<file path="src/design/timer16_defs.svh">
// constants for the 16-bit timer: register indices, field positions, reset values
`ifndef TIMER16_DEFS_SVH
`define TIMER16_DEFS_SVH

// ------------------------------------------------------------
// register indices, byte address is four times the index
// ------------------------------------------------------------
`define IDX_CTL_TWO   6'h11
`define IDX_CTL_ONE   6'h12
`define IDX_FLAGS     6'h13
`define IDX_CAP1_HI   6'h14
`define IDX_CAP1_LO   6'h15
`define IDX_CMP1_HI   6'h16
`define IDX_CMP1_LO   6'h17
`define IDX_CNT_HI    6'h18
`define IDX_CNT_LO    6'h19
`define IDX_ACNT_HI   6'h1A
`define IDX_ACNT_LO   6'h1B
`define IDX_CAP2_HI   6'h1C
`define IDX_CAP2_LO   6'h1D
// compare two bytes sit just above the last capture byte
`define IDX_CMP2_HI_ALIAS 6'h1E
`define IDX_CMP2_LO_ALIAS 6'h1F

// ------------------------------------------------------------
// control one fields
// ------------------------------------------------------------
`define C1_CAP_IE     7
`define C1_CMP_IE     6
`define C1_OVF_IE     5
`define C1_FORCE_TWO  4
`define C1_FORCE_ONE  3
`define C1_LEVEL_TWO  2
`define C1_CAP_EDGE1  1
`define C1_LEVEL_ONE  0

// ------------------------------------------------------------
// control two fields
// ------------------------------------------------------------
`define C2_PIN_EN1    7
`define C2_PIN_EN2    6
`define C2_ONE_PULSE  5
`define C2_PWM        4
`define C2_CLK_HI     3
`define C2_CLK_LO     2
`define C2_CAP_EDGE2  1
`define C2_EXT_EDGE   0

// ------------------------------------------------------------
// flag fields
// ------------------------------------------------------------
`define FL_CAP_ONE    7
`define FL_CMP_ONE    6
`define FL_OVF        5
`define FL_CAP_TWO    4
`define FL_CMP_TWO    3
`define FL_MASK       8'hF8

// ------------------------------------------------------------
// reset and load values, clock select codes
// ------------------------------------------------------------
`define CTL_RST       8'h00
`define CNT_RST       16'hFFFC
`define CAP_LOAD_OPM  16'hFFFD
`define CNT_TOP       16'hFFFF
`define CMP_RST       16'h8000
`define CLK_DIV4      2'h0
`define CLK_DIV2      2'h1
`define CLK_DIV8      2'h2
`define CLK_EXT       2'h3

`endif

</file>
<file path="src/design/timer16_pkg.sv">
// types shared by the 16-bit timer modules
package timer16_pkg;

    typedef enum logic {BUS_IDLE, BUS_ACK} bus_state_t;

    typedef struct packed {
        logic [7:0]  ctl_one;
        logic [7:0]  ctl_two;
        logic [7:0]  flags;
        logic [7:0]  armed;
        logic [15:0] cnt;
        logic [15:0] cmp_one;
        logic [15:0] cmp_two;
        logic [15:0] cap_one;
        logic [15:0] cap_two;
        logic        cmp_one_hold;
        logic        cmp_two_hold;
        logic [2:0]  presc;
        logic        pin_one;
        logic        pin_two;
        logic        halt_prev;
        logic        cap_arm_one;
        logic        cap_arm_two;
        bus_state_t  bus;
        logic [7:0]  rdata;
    } timer_state_t;

    typedef struct packed {
        logic prev;
        logic valid;
    } edge_state_t;

endpackage

</file>
<file path="src/design/edge_pick.sv">
// selectable rising or falling edge detector for a synchronous pin
`timescale 1ns/10ps
module edge_pick (
    input  wire logic clk_i,
    input  wire logic rst_i,
    input  wire logic pin_i,
    input  wire logic rise_sel_i,
    output logic      edge_o
);
    import timer16_pkg::*;

    edge_state_t st_r;
    edge_state_t st_nxt;

    // ------------------------------------------------------------
    // state update
    // ------------------------------------------------------------
    // valid blocks a false edge in the first cycle after reset
    always_comb begin
        st_nxt       = st_r;
        st_nxt.prev  = pin_i;
        st_nxt.valid = 1'b1;
    end

    always_ff @(posedge clk_i) begin
        if (rst_i) begin
            st_r <= '0;
        end else begin
            st_r <= st_nxt;
        end
    end

    // one-cycle pulse on the chosen transition
    assign edge_o = st_r.valid & (rise_sel_i ? (pin_i & ~st_r.prev) : (~pin_i & st_r.prev));
endmodule

</file>
<file path="src/design/timer16_core.sv">
// 16-bit timer with capture, compare, one-pulse, PWM and low-power behaviour
//
// Implementation choices: the Wishbone interface to the registers and the address map.
`timescale 1ns/10ps
`include "timer16_defs.svh"
module timer16_core #(
    parameter bit HAS_EXT_CLOCK = 1'b1
) (
    input  wire logic        clk_i,
    input  wire logic        rst_i,
    input  wire logic        cyc_i,
    input  wire logic        stb_i,
    input  wire logic        we_i,
    input  wire logic [31:0] adr_i,
    input  wire logic [3:0]  sel_i,
    input  wire logic [31:0] dat_i,
    output logic [31:0]      dat_o,
    output logic             ack_o,
    input  wire logic        wait_i,
    input  wire logic        halt_i,
    input  wire logic        global_mask_i,
    input  wire logic        capture_pin_one_i,
    input  wire logic        capture_pin_two_i,
    input  wire logic        ext_clock_pin_i,
    output logic             compare_pin_one_o,
    output logic             compare_pin_one_oe_n_o,
    output logic             compare_pin_two_o,
    output logic             compare_pin_two_oe_n_o,
    output logic             irq_o,
    output logic             wake_o
);
    import timer16_pkg::*;

    timer16_pkg::timer_state_t st_r;
    timer16_pkg::timer_state_t st_nxt;

    logic [5:0]  idx;
    logic        mapped;
    logic        take;
    logic        wr;
    logic        cap_edge_one;
    logic        cap_edge_two;
    logic        ext_edge;
    logic        tick;
    logic        pwm_on;
    logic        opm_on;
    logic        pending;
    logic [7:0]  enabled;

    // ------------------------------------------------------------
    // helpers
    // ------------------------------------------------------------
    // readback of one byte register
    function automatic logic [7:0] reg_read(input logic [5:0] i, input timer_state_t s);
        logic [7:0] v;
        v = 8'h00;
        case (i)
            `IDX_CTL_TWO: v = s.ctl_two;
            `IDX_CTL_ONE: v = s.ctl_one;
            `IDX_FLAGS:   v = s.flags & `FL_MASK;
            `IDX_CAP1_HI: v = s.cap_one[15:8];
            `IDX_CAP1_LO: v = s.cap_one[7:0];
            `IDX_CMP1_HI: v = s.cmp_one[15:8];
            `IDX_CMP1_LO: v = s.cmp_one[7:0];
            `IDX_CMP2_HI_ALIAS: v = s.cmp_two[15:8];
            `IDX_CMP2_LO_ALIAS: v = s.cmp_two[7:0];
            `IDX_CNT_HI:  v = s.cnt[15:8];
            `IDX_CNT_LO:  v = s.cnt[7:0];
            `IDX_ACNT_HI: v = s.cnt[15:8];
            `IDX_ACNT_LO: v = s.cnt[7:0];
            `IDX_CAP2_HI: v = s.cap_two[15:8];
            `IDX_CAP2_LO: v = s.cap_two[7:0];
            default:      v = 8'h00;
        endcase
        return v;
    endfunction

    // prescaler tick: divide-by mask chosen by the clock select field
    function automatic logic div_tick(input logic [1:0] sel, input logic [2:0] p);
        logic t;
        t = 1'b0;
        case (sel)
            `CLK_DIV2: t = (p[0] == 1'b1);
            `CLK_DIV4: t = (p[1:0] == 2'h3);
            `CLK_DIV8: t = (p == 3'h7);
            default:   t = 1'b0;
        endcase
        return t;
    endfunction

    // ------------------------------------------------------------
    // edge detection on capture and external clock pins
    // ------------------------------------------------------------
    edge_pick u_cap_one (
        .clk_i      (clk_i),
        .rst_i      (rst_i),
        .pin_i      (capture_pin_one_i),
        .rise_sel_i (st_r.ctl_one[`C1_CAP_EDGE1]),
        .edge_o     (cap_edge_one)
    );

    edge_pick u_cap_two (
        .clk_i      (clk_i),
        .rst_i      (rst_i),
        .pin_i      (capture_pin_two_i),
        .rise_sel_i (st_r.ctl_two[`C2_CAP_EDGE2]),
        .edge_o     (cap_edge_two)
    );

    edge_pick u_ext_clk (
        .clk_i      (clk_i),
        .rst_i      (rst_i),
        .pin_i      (ext_clock_pin_i),
        .rise_sel_i (st_r.ctl_two[`C2_EXT_EDGE]),
        .edge_o     (ext_edge)
    );

    // ------------------------------------------------------------
    // decode and mode terms
    // ------------------------------------------------------------
    // pwm wins over one-pulse when both are set
    assign idx    = adr_i[7:2];
    assign mapped = (adr_i[31:8] == 24'h000000) && (idx >= `IDX_CTL_TWO)
                    && (idx <= `IDX_CMP2_LO_ALIAS);
    assign take   = cyc_i & stb_i & (st_r.bus == BUS_IDLE);
    assign wr     = take & we_i & sel_i[0] & mapped;
    assign pwm_on = st_r.ctl_two[`C2_PWM];
    assign opm_on = st_r.ctl_two[`C2_ONE_PULSE] & ~pwm_on;

    // counter clock; wait_i is deliberately not looked at
    always_comb begin
        if (halt_i) begin
            tick = 1'b0;
        end else if (st_r.ctl_two[`C2_CLK_HI:`C2_CLK_LO] == `CLK_EXT) begin
            tick = HAS_EXT_CLOCK ? ext_edge : 1'b0;
        end else begin
            tick = div_tick(st_r.ctl_two[`C2_CLK_HI:`C2_CLK_LO], st_r.presc);
        end
    end

    // ------------------------------------------------------------
    // next state
    // ------------------------------------------------------------
    // clears are applied first so that a same-cycle hardware set wins
    always_comb begin
        logic [15:0] c;
        c         = st_r.cnt + 16'h0001;
        st_nxt    = st_r;
        st_nxt.halt_prev = halt_i;
        st_nxt.bus = take ? BUS_ACK : BUS_IDLE;
        if (!halt_i) begin
            st_nxt.presc = st_r.presc + 3'h1;
        end
        if (take) begin
            st_nxt.rdata = mapped ? reg_read(idx, st_r) : 8'h00;
        end
        // flag clearing by the two-step access
        if (take && mapped && !we_i && idx == `IDX_FLAGS) begin
            st_nxt.armed = st_r.flags & `FL_MASK;
        end
        if (take && mapped && idx == `IDX_CAP1_LO && st_r.armed[`FL_CAP_ONE]) begin
            st_nxt.flags[`FL_CAP_ONE] = 1'b0;
            st_nxt.armed[`FL_CAP_ONE] = 1'b0;
        end
        if (take && mapped && idx == `IDX_CMP1_LO && st_r.armed[`FL_CMP_ONE]) begin
            st_nxt.flags[`FL_CMP_ONE] = 1'b0;
            st_nxt.armed[`FL_CMP_ONE] = 1'b0;
        end
        if (take && mapped && idx == `IDX_CNT_LO && st_r.armed[`FL_OVF]) begin
            st_nxt.flags[`FL_OVF] = 1'b0;
            st_nxt.armed[`FL_OVF] = 1'b0;
        end
        if (take && mapped && idx == `IDX_CAP2_LO && st_r.armed[`FL_CAP_TWO]) begin
            st_nxt.flags[`FL_CAP_TWO] = 1'b0;
            st_nxt.armed[`FL_CAP_TWO] = 1'b0;
        end
        if (take && mapped && idx == `IDX_CMP2_LO_ALIAS && st_r.armed[`FL_CMP_TWO]) begin
            st_nxt.flags[`FL_CMP_TWO] = 1'b0;
            st_nxt.armed[`FL_CMP_TWO] = 1'b0;
        end
        // register writes; compare is held off between high and low byte writes
        if (wr) begin
            case (idx)
                `IDX_CTL_TWO: st_nxt.ctl_two = dat_i[7:0];
                `IDX_CTL_ONE: st_nxt.ctl_one = dat_i[7:0];
                `IDX_CMP1_HI: begin
                    st_nxt.cmp_one[15:8] = dat_i[7:0];
                    st_nxt.cmp_one_hold  = 1'b1;
                end
                `IDX_CMP1_LO: begin
                    st_nxt.cmp_one[7:0] = dat_i[7:0];
                    st_nxt.cmp_one_hold = 1'b0;
                end
                `IDX_CMP2_HI_ALIAS: begin
                    st_nxt.cmp_two[15:8] = dat_i[7:0];
                    st_nxt.cmp_two_hold  = 1'b1;
                end
                `IDX_CMP2_LO_ALIAS: begin
                    st_nxt.cmp_two[7:0] = dat_i[7:0];
                    st_nxt.cmp_two_hold = 1'b0;
                end
                `IDX_CNT_LO, `IDX_ACNT_LO: begin
                    if (!halt_i) begin
                        st_nxt.cnt = `CNT_RST;
                    end
                end
                default: st_nxt.ctl_one = st_nxt.ctl_one;
            endcase
        end
        // counting and compare events, evaluated on the value being entered
        if (tick) begin
            st_nxt.cnt = c;
            if (st_r.cnt == `CNT_TOP) begin
                st_nxt.flags[`FL_OVF] = 1'b1;
            end
            if (c == st_r.cmp_one && !st_r.cmp_one_hold) begin
                st_nxt.pin_one = st_r.ctl_one[`C1_LEVEL_ONE];
                if (!pwm_on && !opm_on) begin
                    st_nxt.flags[`FL_CMP_ONE] = 1'b1;
                end
            end
            if (c == st_r.cmp_two && !st_r.cmp_two_hold) begin
                if (pwm_on) begin
                    st_nxt.cnt = `CNT_RST;
                    st_nxt.pin_one = st_r.ctl_one[`C1_LEVEL_TWO];
                    st_nxt.flags[`FL_CAP_ONE] = 1'b1;
                end else begin
                    st_nxt.flags[`FL_CMP_TWO] = 1'b1;
                    if (!opm_on) begin
                        st_nxt.pin_two = st_r.ctl_one[`C1_LEVEL_TWO];
                    end
                end
            end
        end
        // captures; in halt the edge only arms the capture logic
        if (halt_i) begin
            st_nxt.cap_arm_one = st_r.cap_arm_one | (cap_edge_one & ~pwm_on & ~opm_on);
            st_nxt.cap_arm_two = st_r.cap_arm_two | cap_edge_two;
        end else begin
            if (cap_edge_one && opm_on) begin
                st_nxt.cnt = `CNT_RST;
                st_nxt.pin_one = st_r.ctl_one[`C1_LEVEL_TWO];
                st_nxt.flags[`FL_CAP_ONE] = 1'b1;
                st_nxt.cap_one = `CAP_LOAD_OPM;
            end else if (cap_edge_one && !pwm_on) begin
                st_nxt.flags[`FL_CAP_ONE] = 1'b1;
                st_nxt.cap_one = st_r.cnt;
            end
            if (cap_edge_two) begin
                st_nxt.flags[`FL_CAP_TWO] = 1'b1;
                st_nxt.cap_two = st_r.cnt;
            end
            // wake-up from halt by interrupt completes an armed capture
            if (st_r.halt_prev) begin
                st_nxt.cap_arm_one = 1'b0;
                st_nxt.cap_arm_two = 1'b0;
                if (st_r.cap_arm_one) begin
                    st_nxt.flags[`FL_CAP_ONE] = 1'b1;
                    st_nxt.cap_one = st_r.cnt;
                end
                if (st_r.cap_arm_two) begin
                    st_nxt.flags[`FL_CAP_TWO] = 1'b1;
                    st_nxt.cap_two = st_r.cnt;
                end
            end
        end
        // forced levels; no effect in the pulse modes
        if (!pwm_on && !opm_on) begin
            if (st_r.ctl_one[`C1_FORCE_ONE]) begin
                st_nxt.pin_one = st_r.ctl_one[`C1_LEVEL_ONE];
            end
            if (st_r.ctl_one[`C1_FORCE_TWO]) begin
                st_nxt.pin_two = st_r.ctl_one[`C1_LEVEL_TWO];
            end
        end
    end

    always_ff @(posedge clk_i) begin
        if (rst_i) begin
            st_r         <= '0;
            st_r.ctl_one <= `CTL_RST;
            st_r.ctl_two <= `CTL_RST;
            st_r.cnt     <= `CNT_RST;
            st_r.cmp_one <= `CMP_RST;
            st_r.cmp_two <= `CMP_RST;
            st_r.bus     <= BUS_IDLE;
        end else begin
            st_r <= st_nxt;
        end
    end

    // ------------------------------------------------------------
    // outputs
    // ------------------------------------------------------------
    // pin enables only route the level; compare logic runs regardless
    assign compare_pin_one_o      = st_r.pin_one;
    assign compare_pin_two_o      = st_r.pin_two;
    assign compare_pin_one_oe_n_o = ~st_r.ctl_two[`C2_PIN_EN1];
    assign compare_pin_two_oe_n_o = ~st_r.ctl_two[`C2_PIN_EN2];
    assign dat_o                  = {24'h000000, st_r.rdata};
    assign ack_o                  = (st_r.bus == BUS_ACK);

    // shared request line; wake only from wait, halt has no timer wake-up
    assign enabled = {st_r.ctl_one[`C1_CAP_IE], st_r.ctl_one[`C1_CMP_IE],
                      st_r.ctl_one[`C1_OVF_IE], st_r.ctl_one[`C1_CAP_IE],
                      st_r.ctl_one[`C1_CMP_IE], 3'h0};
    assign pending = |(st_r.flags & enabled);
    assign irq_o   = pending & ~global_mask_i;
    assign wake_o  = pending & wait_i & ~halt_i;
endmodule

</file>
<file path="config.mk">
export PLATFORM = sky130hd
export DESIGN_NAME = timer16_core
export DESIGN_NICKNAME = d
export VERILOG_FILES = /design/src/design/timer16_pkg.sv /design/src/design/edge_pick.sv /design/src/design/timer16_core.sv
export VERILOG_INCLUDE_DIRS = /design/src /design/src/design
export SDC_FILE = /design/constraint.sdc
export NUM_CORES = 1
export LEC_CHECK = 0
export ABC_AREA = 1
export BUFFER_PORTS_ARGS = -buffer_cell sky130_fd_sc_hd__clkbuf_2
export CORE_ASPECT_RATIO = 0.5
export CORE_MARGIN = 1
export CORE_UTILIZATION = 30
export DETAILED_ROUTE_END_ITERATION = 8
export GPL_ROUTABILITY_DRIVEN = 1
export HOLD_SLACK_MARGIN = 0.12
export PLACE_DENSITY = 0.58
export SYNTH_ARGS = -nofsm -noshare
export SYNTH_HDL_FRONTEND = slang
export SYNTH_SLANG_ARGS = --single-unit
</file>
<file path="constraint.sdc">
create_clock -name clk_i -period 4.55 [get_ports clk_i]
set_input_delay 0.2275 -clock clk_i [delete_from_list [all_inputs] [get_ports clk_i]]
set_output_delay 0.2275 -clock clk_i [all_outputs]
set_load 0.01 [all_outputs]
</file>
==> impl_metrics.yaml, run 1 <==
outcome:
  outcome: "finished with violations"
  violations: "design-rule violations"
cts:
  tritoncts: "yes"
  root_buffer: "clkbuf_16"
  path_clk_slew_ns: 0.06
  cts_sinks: 129
  cts_buffer_depth: 2
  clk_latency_ns: 0.43
  htreeDepth: 4
  post_cts.repair.setup_buffers: 0
  cts_buffers: 17
sta:
  rsz0062_at_grt: "false"
  skew_ns: 0.007121
  final.min_clock_period_ns: 3.361
  clock.fmax_mhz: 297.6
  hold_viol: 0
  maxSlewViolCount: 0
  worst_slew_pin_slew_ns: 0.9902
  slew-limit-headroom_pct: 33.91
  final.setup.tns_ns: 0
  fin_crit_sh_pct: 73.86
  setup_viol: 0
drt:
  met2_wirelength_um: 11050
  detail-route-antenna-nets: 0
  finalWirelength_um: 24510
  wl_met1_um: 10710
  maxUsedRoutingLayer: "met4"
  route.met3.wl_um: 2119
  vias: 7421
  first_pass_iters: 7
  via_per_inst: 5.282
  dr.first_iter.drc_count: 695
  routedWlPerCell_um: 17.44
  route.detailed.drc: 5
setup_path:
  crit_arrival_ns: 3.68
  worstPathRequired_ns: 4.87
  critPathMaxFanout: 17
  cp-startpoint: "st_r[84]"
  start_kind: "flip-flop"
  crit_type: "reg -> reg"
  reg2reg_from: "st_r[84]"
  cp-end-kind: "flip-flop"
logic_synthesis:
  synth_top_family_by_area: "simple AND/OR/NAND/NOR gates"
  synthAdderAreaFrac_pct: 0.5223
  syn_area_per_cell_um2: 6.871
  synth-edff-count: 0
  muxShareOfSynthArea_pct: 0.1393
  syn_inst: 1046
  synth_warnings: 0
  synth_area_leader_cell: "dfxtp_1"
  synth_cell_types: 43
  synth_area_mm2: 0.007187
  yosys_register_bits: 129
  synth-simple-area-share_pct: 28.38
  synth.top_cell.area_share_pct: 35.93
  synth_xor_area_share_pct: 0.4875
  synthFlopType: "dfxtp_1"
  synthArstFlopShare_pct: 0
  synthTopCellsByArea: "dfxtp_1, nand2_1, inv_1"
  synth-seq-area-share_pct: 35.93
  synth_compound_area_share_pct: 20.58
floorplan:
  die_y_um: 111.4
  ioPinCount: 118
  dieWidth_um: 220.9
  start_util_pct: 31.01
  placement_rows: 39
  dieArea_mm2: 0.02462
  core_area_mm2: 0.02318
power:
  p_sw_share_pct: 24.92
  p_int_uw: 2058
  ir_drop_mv: 0.1459
  p_leak_uw: 0.003339
  clkPwrFrac_pct: 51.3
  power_uw: 2742
  pwr-share-comb_pct: 6.2
  pwr-share-seq_pct: 42.5
  power_density_mw_per_mm2: 334.3
  power_switching_uw: 683.3
place:
  place.gp.congestion: 0.9810
  dpl.cell_count: 1369
  dp_hpwl_um: 17970
  port_buffers: 64
  place_area_mm2: 0.007567
global_routing:
  grt_max_degree: 85
  grt_remaining_overflow: 0
  first_global_vias: 6880
  grt_pass1_wl_um: 37580
  antenna_found_initial: 0
  track_usage_pct: 19.67
final_layout:
  final_cell_area_mm2: 0.008202
  finalNetCount: 1167
  num-fill-cells: 2431
  post-route-util_pct: 35.38
  finalNonFillerCells: 1405
  diodes: 0
  drive_gt1_share_pct: 11.93
  syn_to_final_growth_pct: 14.12
hold_path:
  hold_class: "in -> reg"
  worstHoldStart: "halt_i"
flow_run:
  maxCapViolCount: 0
==> power groups by stage <==
stage	combinational [uW]	clock [uW]	sequential [uW]
after floorplan	121	0	1180
after global placement	162	0	1190
after detailed placement	165	0	1190
after CTS	168	1420	1160
after global routing	187	1460	1170
final	171	1410	1160
==> final timing paths <==
kind                            endpoint  slack [ns]  depth (start not counted)
worst min register to register  st_r[16]        0.45                          2
worst min-delay path            st_r[36]        0.16                          2
worst max-delay path            st_r[84]        1.19                         14
worst max register to register  st_r[84]        1.19                         14
==> metal layers <==
layer / global-route usage, % / vias up
met3: 3.167 / 39
met5: 0 / -
met2: 32.49 / 347
li1: - / 3562
met4: 8.298 / 0
met1: 25.60 / 3473
==> worst max-delay path, stage by stage (launching register included) <==
cell       delay, ns
dfxtp_1         0.75
ha_1            0.37
nand3_1         0.17
nor2_2          0.26
nand2_1         0.11
nand2_1         0.15
nor2_1          0.06
nor2_1          0.15
nand3_1         0.10
nor2_1          0.37
nand2_2         0.12
nor2_4          0.15
nand2_4         0.23
o2111ai_1       0.19
inv_1           0.06
==> cells by family after synthesis <==
kind of cell | count (synthesis)
compound gates | 233
fa+ha+maj | 3
mux | 1
xor+xnor | 4
other cells | 1
flops | 129
buf+inv | 225
simple gates | 450
==> cells in the final DEF, fill, tap and decap left out, types with 4 or more instances in the layout <==
cell	count
conb_1	24
dlygate4sd3_1	4
nor2_1	112
nand2_1	193
inv_1	149
nor4_1	8
a211oi_1	50
o21ai_0	42
clkinvlp_4	4
nor2_2	5
a21oi_1	65
clkbuf_2	64
nand3_2	11
clkbuf_16	17
nand2_2	6
xor2_1	4
dfxtp_1	129
a221oi_1	19
nor3_1	5
o2111ai_1	5
nand4_1	23
o22ai_1	31
o211ai_1	9
nand3_1	73
nor2_4	5
==> cells in the mapped netlist, drive strengths merged, types with 2 or more instances <==
master   instances
dfxtp          129
nor3b            2
o221ai           2
a22oi            2
o41ai            2
nand4           23
a221oi          19
or2              2
inv            150
nor4             8
nor3             5
o211ai           9
o2111ai          5
clkbuf          30
nand2          202
nand3           84
xor2             4
ha               3
a211oi          50
a31oi            3
o22ai           31
a21oi           65
o21ai           43
buf             44
nor2           122
==> cell type report <==
class / count / area, um2 / share of cell area [%]
repair buffers: 71 / 382.9 / 4.668
clock buffers: 19 / 432.9 / 5.278
multi-input cells: 715 / 3691 / 45.00
clock inverters: 13 / 161.4 / 1.968
well taps: 307 / 384.1 / 4.683
inverters: 151 / 566.8 / 6.911
flip-flops and latches: 129 / 2582 / 31.49
==> flip-flops by register name, indices dropped and copies added (netlist names) <==
name               count
dat_o                  8
u_cap_two.st_r         1
st_r                 110
enabled                3
compare_pin_one_o      1
u_ext_clk.st_r         2
u_cap_one.st_r         1
pwm_on                 1
ack_o                  1
compare_pin_two_o      1
==> what timing repair did <==
item,in CTS,in global routing
gates resized for setup,0,0
endpoints found under the hold margin,6,0
hold buffers,4,0
==> per-stage QoR <==
step                worst slack, ns  hold WS (ns)
floorplan                     2.537        0.3529
global placement              1.411        0.4364
detailed placement            1.276        0.4444
CTS                           1.255        0.1591
global route                 0.9949        0.1628
finish                        1.189        0.1628
Power figures use the tool's default switching activity.
==> run 2, diff against run 1 <==
- PLACE_DENSITY: 0.58 -> 0.6
- clock period: 4.55 -> 3 ns (I/O delays scaled with it)
==> run 2 against run 1 <==
  * The run still ends with design-rule violations left
  * Sequential power rose by 52%
  * Sequential share of layout area fell by 0.60 points
  * Non-clock buffer count rose by 22
  * Largest power group unchanged
  * Sequential cell count did not move
  * Count of clock-buffer cells in the layout did not move
  * Global-route usage rose by 0.70 points
  * Register-to-register slack got worse by 0.90 ns
==> impl_metrics.yaml, run 2 (synthesis gave the netlist of run 1 again) <==
outcome:
  outcome: "finished with violations"
  violations: "design-rule violations"
sta:
  hold_viol: 0
  final.min_clock_period_ns: 2.714
  rsz0062_at_grt: "false"
  final.setup.tns_ns: 0
  fin_crit_sh_pct: 90.45
  skew_ns: 0.008076
  whs_ns: 0.1541
  setup_viol: 0
  clock.fmax_mhz: 368.5
  worst_slew_pin_slew_ns: 0.9173
  maxSlewViolCount: 0
  slew-limit-headroom_pct: 38.85
setup_path:
  cp-end-kind: "flip-flop"
  crit_buf_inv: 1
  crit_type: "reg -> reg"
  crit_slowest_cell: "dfxtp_1"
  worstReg2RegEnd: "st_r[84]"
  worstPathRequired_ns: 3.33
  start_kind: "flip-flop"
  reg2reg_from: "st_r[86]"
  r2r_setup_slack_ns: 0.29
  crit_arrival_ns: 3.04
  cpMostUsedCell: "nor2_1"
  reg2reg_depth: 13
  critPathCapture: "st_r[84]"
  path_cells: "nand3_1, nor2_2, nand2_1, nand2_1, nor2_1, nor2_1, nand3_1, nor2_1, nand2_2, nor2_4, nand2_4, o2111ai_1, inv_1"
  cp-startpoint: "st_r[86]"
  path_depth: 13
  critPathMaxFanout: 17
  critPathTopFamily: "simple AND/OR/NAND/NOR gates"
  critPathMaxStageDelay_ns: 0.60
drt:
  first_pass_iters: 9
  via_per_inst: 5.273
  vias: 7524
  detail-route-antenna-nets: 0
  finalWirelength_um: 24860
  routedWlPerCell_um: 17.42
  route.detailed.drc: 7
  dr.first_iter.drc_count: 579
floorplan:
  ioPinCount: 118
  die_y_um: 111.4
  dieWidth_um: 220.9
  dieArea_mm2: 0.02462
  placement_rows: 39
  core_area_mm2: 0.02318
  start_util_pct: 31.01
power:
  ir_drop_mv: 0.2175
  p_leak_uw: 0.003435
  power_density_mw_per_mm2: 490.5
flow_run:
  maxCapViolCount: 0
global_routing:
  grt_max_degree: 85
  antenna_found_initial: 0
  track_usage_pct: 20.37
  grt_use_met3_pct: 4.249
  grtUsageMet1_pct: 26.23
  grt_pass1_wl_um: 39100
  first_global_vias: 7205
  grt_remaining_overflow: 0
  grt.busiest_layer: "met2"
  gr-usage-met2_pct: 32.57
hold_path:
  hold_class: "in -> reg"
final_layout:
  largest_register_ff_count: 110
  num-fill-cells: 2438
  multiInputGateArea_mm2: 0.003691
  most-common-layout-cells: "nand2_1, inv_1, dfxtp_1"
  regMostFlops: "st_r"
  ff_latch_area_mm2: 0.002582
  diodes: 0
  finalNetCount: 1189
  layout_commonest_cell: "nand2_1"
  drive_gt1_share_pct: 13.04
  syn_to_final_growth_pct: 16.35
place:
  place.gp.congestion: 0.9697
  port_buffers: 64
  dp_hpwl_um: 18510
cts:
  cts_buffer_depth: 2
  cts_sinks: 129
  cts_buffers: 17
  tritoncts: "yes"
  root_buffer: "clkbuf_16"
  cts_resized: 0
  htreeDepth: 4
  post_cts.repair.setup_buffers: 0
  clk_latency_ns: 0.44
  path_clk_slew_ns: 0.06
run 2: cell types whose count changed in the layout (fill, tap and decap cells not counted), sizes merged:
cell / delta
buf: +14
bufinv: -2
dlygate4sd3: +8
clkinv: -2
clkinvlp: -1
inv: +5
run 2: how the worst min path moves through the flow:
stage | from | to | slack [ns] | cells past startpoint
CTS | rst_i | u_ext_clk.st_r[0] | 0.16 | 3
global placement | ext_clock_pin_i | u_ext_clk.st_r[1] | 0.39 | 3
finish | stb_i | ack_o | 0.15 | 4
floorplan | capture_pin_two_i | u_cap_two.st_r[1] | 0.28 | 2
detailed placement | ext_clock_pin_i | u_ext_clk.st_r[1] | 0.39 | 3
global route | rst_i | u_ext_clk.st_r[0] | 0.18 | 3
run 2: per-stage QoR:
step | utilization [%] | power (uW) | instances | worst slack, ns | instance area [um2]
finish | 36.08 | 4101 | 1427 | 0.2864 | 8362
global route | 36.08 | 4222 | 1427 | 0.07816 | 8362
CTS | 36.08 | 4098 | 1427 | 0.3375 | 8362
detailed placement | 33.10 | 2058 | 1383 | 0.3541 | 7672
global placement | 33.10 | 2053 | 1383 | 0.3855 | 7672
floorplan | - | 1973 | 1069 | 0.9868 | 7273
run 2: worst register-to-register path: stages, from the launching register on:
cell	delay (ns)
dfxtp_1	0.60
nand3_1	0.26
nor2_2	0.23
nand2_1	0.10
nand2_1	0.12
nor2_1	0.05
nor2_1	0.13
nand3_1	0.10
nor2_1	0.31
nand2_2	0.13
nor2_4	0.15
nand2_4	0.20
o2111ai_1	0.18
inv_1	0.06
run 2: metal layers:
metal  wire length (um)  vias up
li1                   -     3604
met1              11010     3515
met2              11020      338
met3               1928       67
met4                908        0
met5                  0        -
run 2: power breakdown:
part	internal, uW	switching, uW	leakage (uW)
sequential	1740	23.3	0.00104
clock	1180	887	0.000273
combinational	88.1	186	0.00212
total	3010	1100	0.00343
run 2: cell type report:
type,instances,area share [%]
Clock buffer,19,5.297
Clock inverter,13,1.511
Sequential cell,129,30.88
Inverter,151,6.778
Tap cell,307,4.594
Multi-Input combinational cell,715,44.14
Timing Repair Buffer,93,6.793
run 2: timing repair:
| action | 4_1_cts | 5_1_grt |
|---|---|---|
| endpoints found under the hold margin | 38 | 0 |
| hold buffers | 12 | 0 |
| setup endpoints to repair | 0 | 0 |
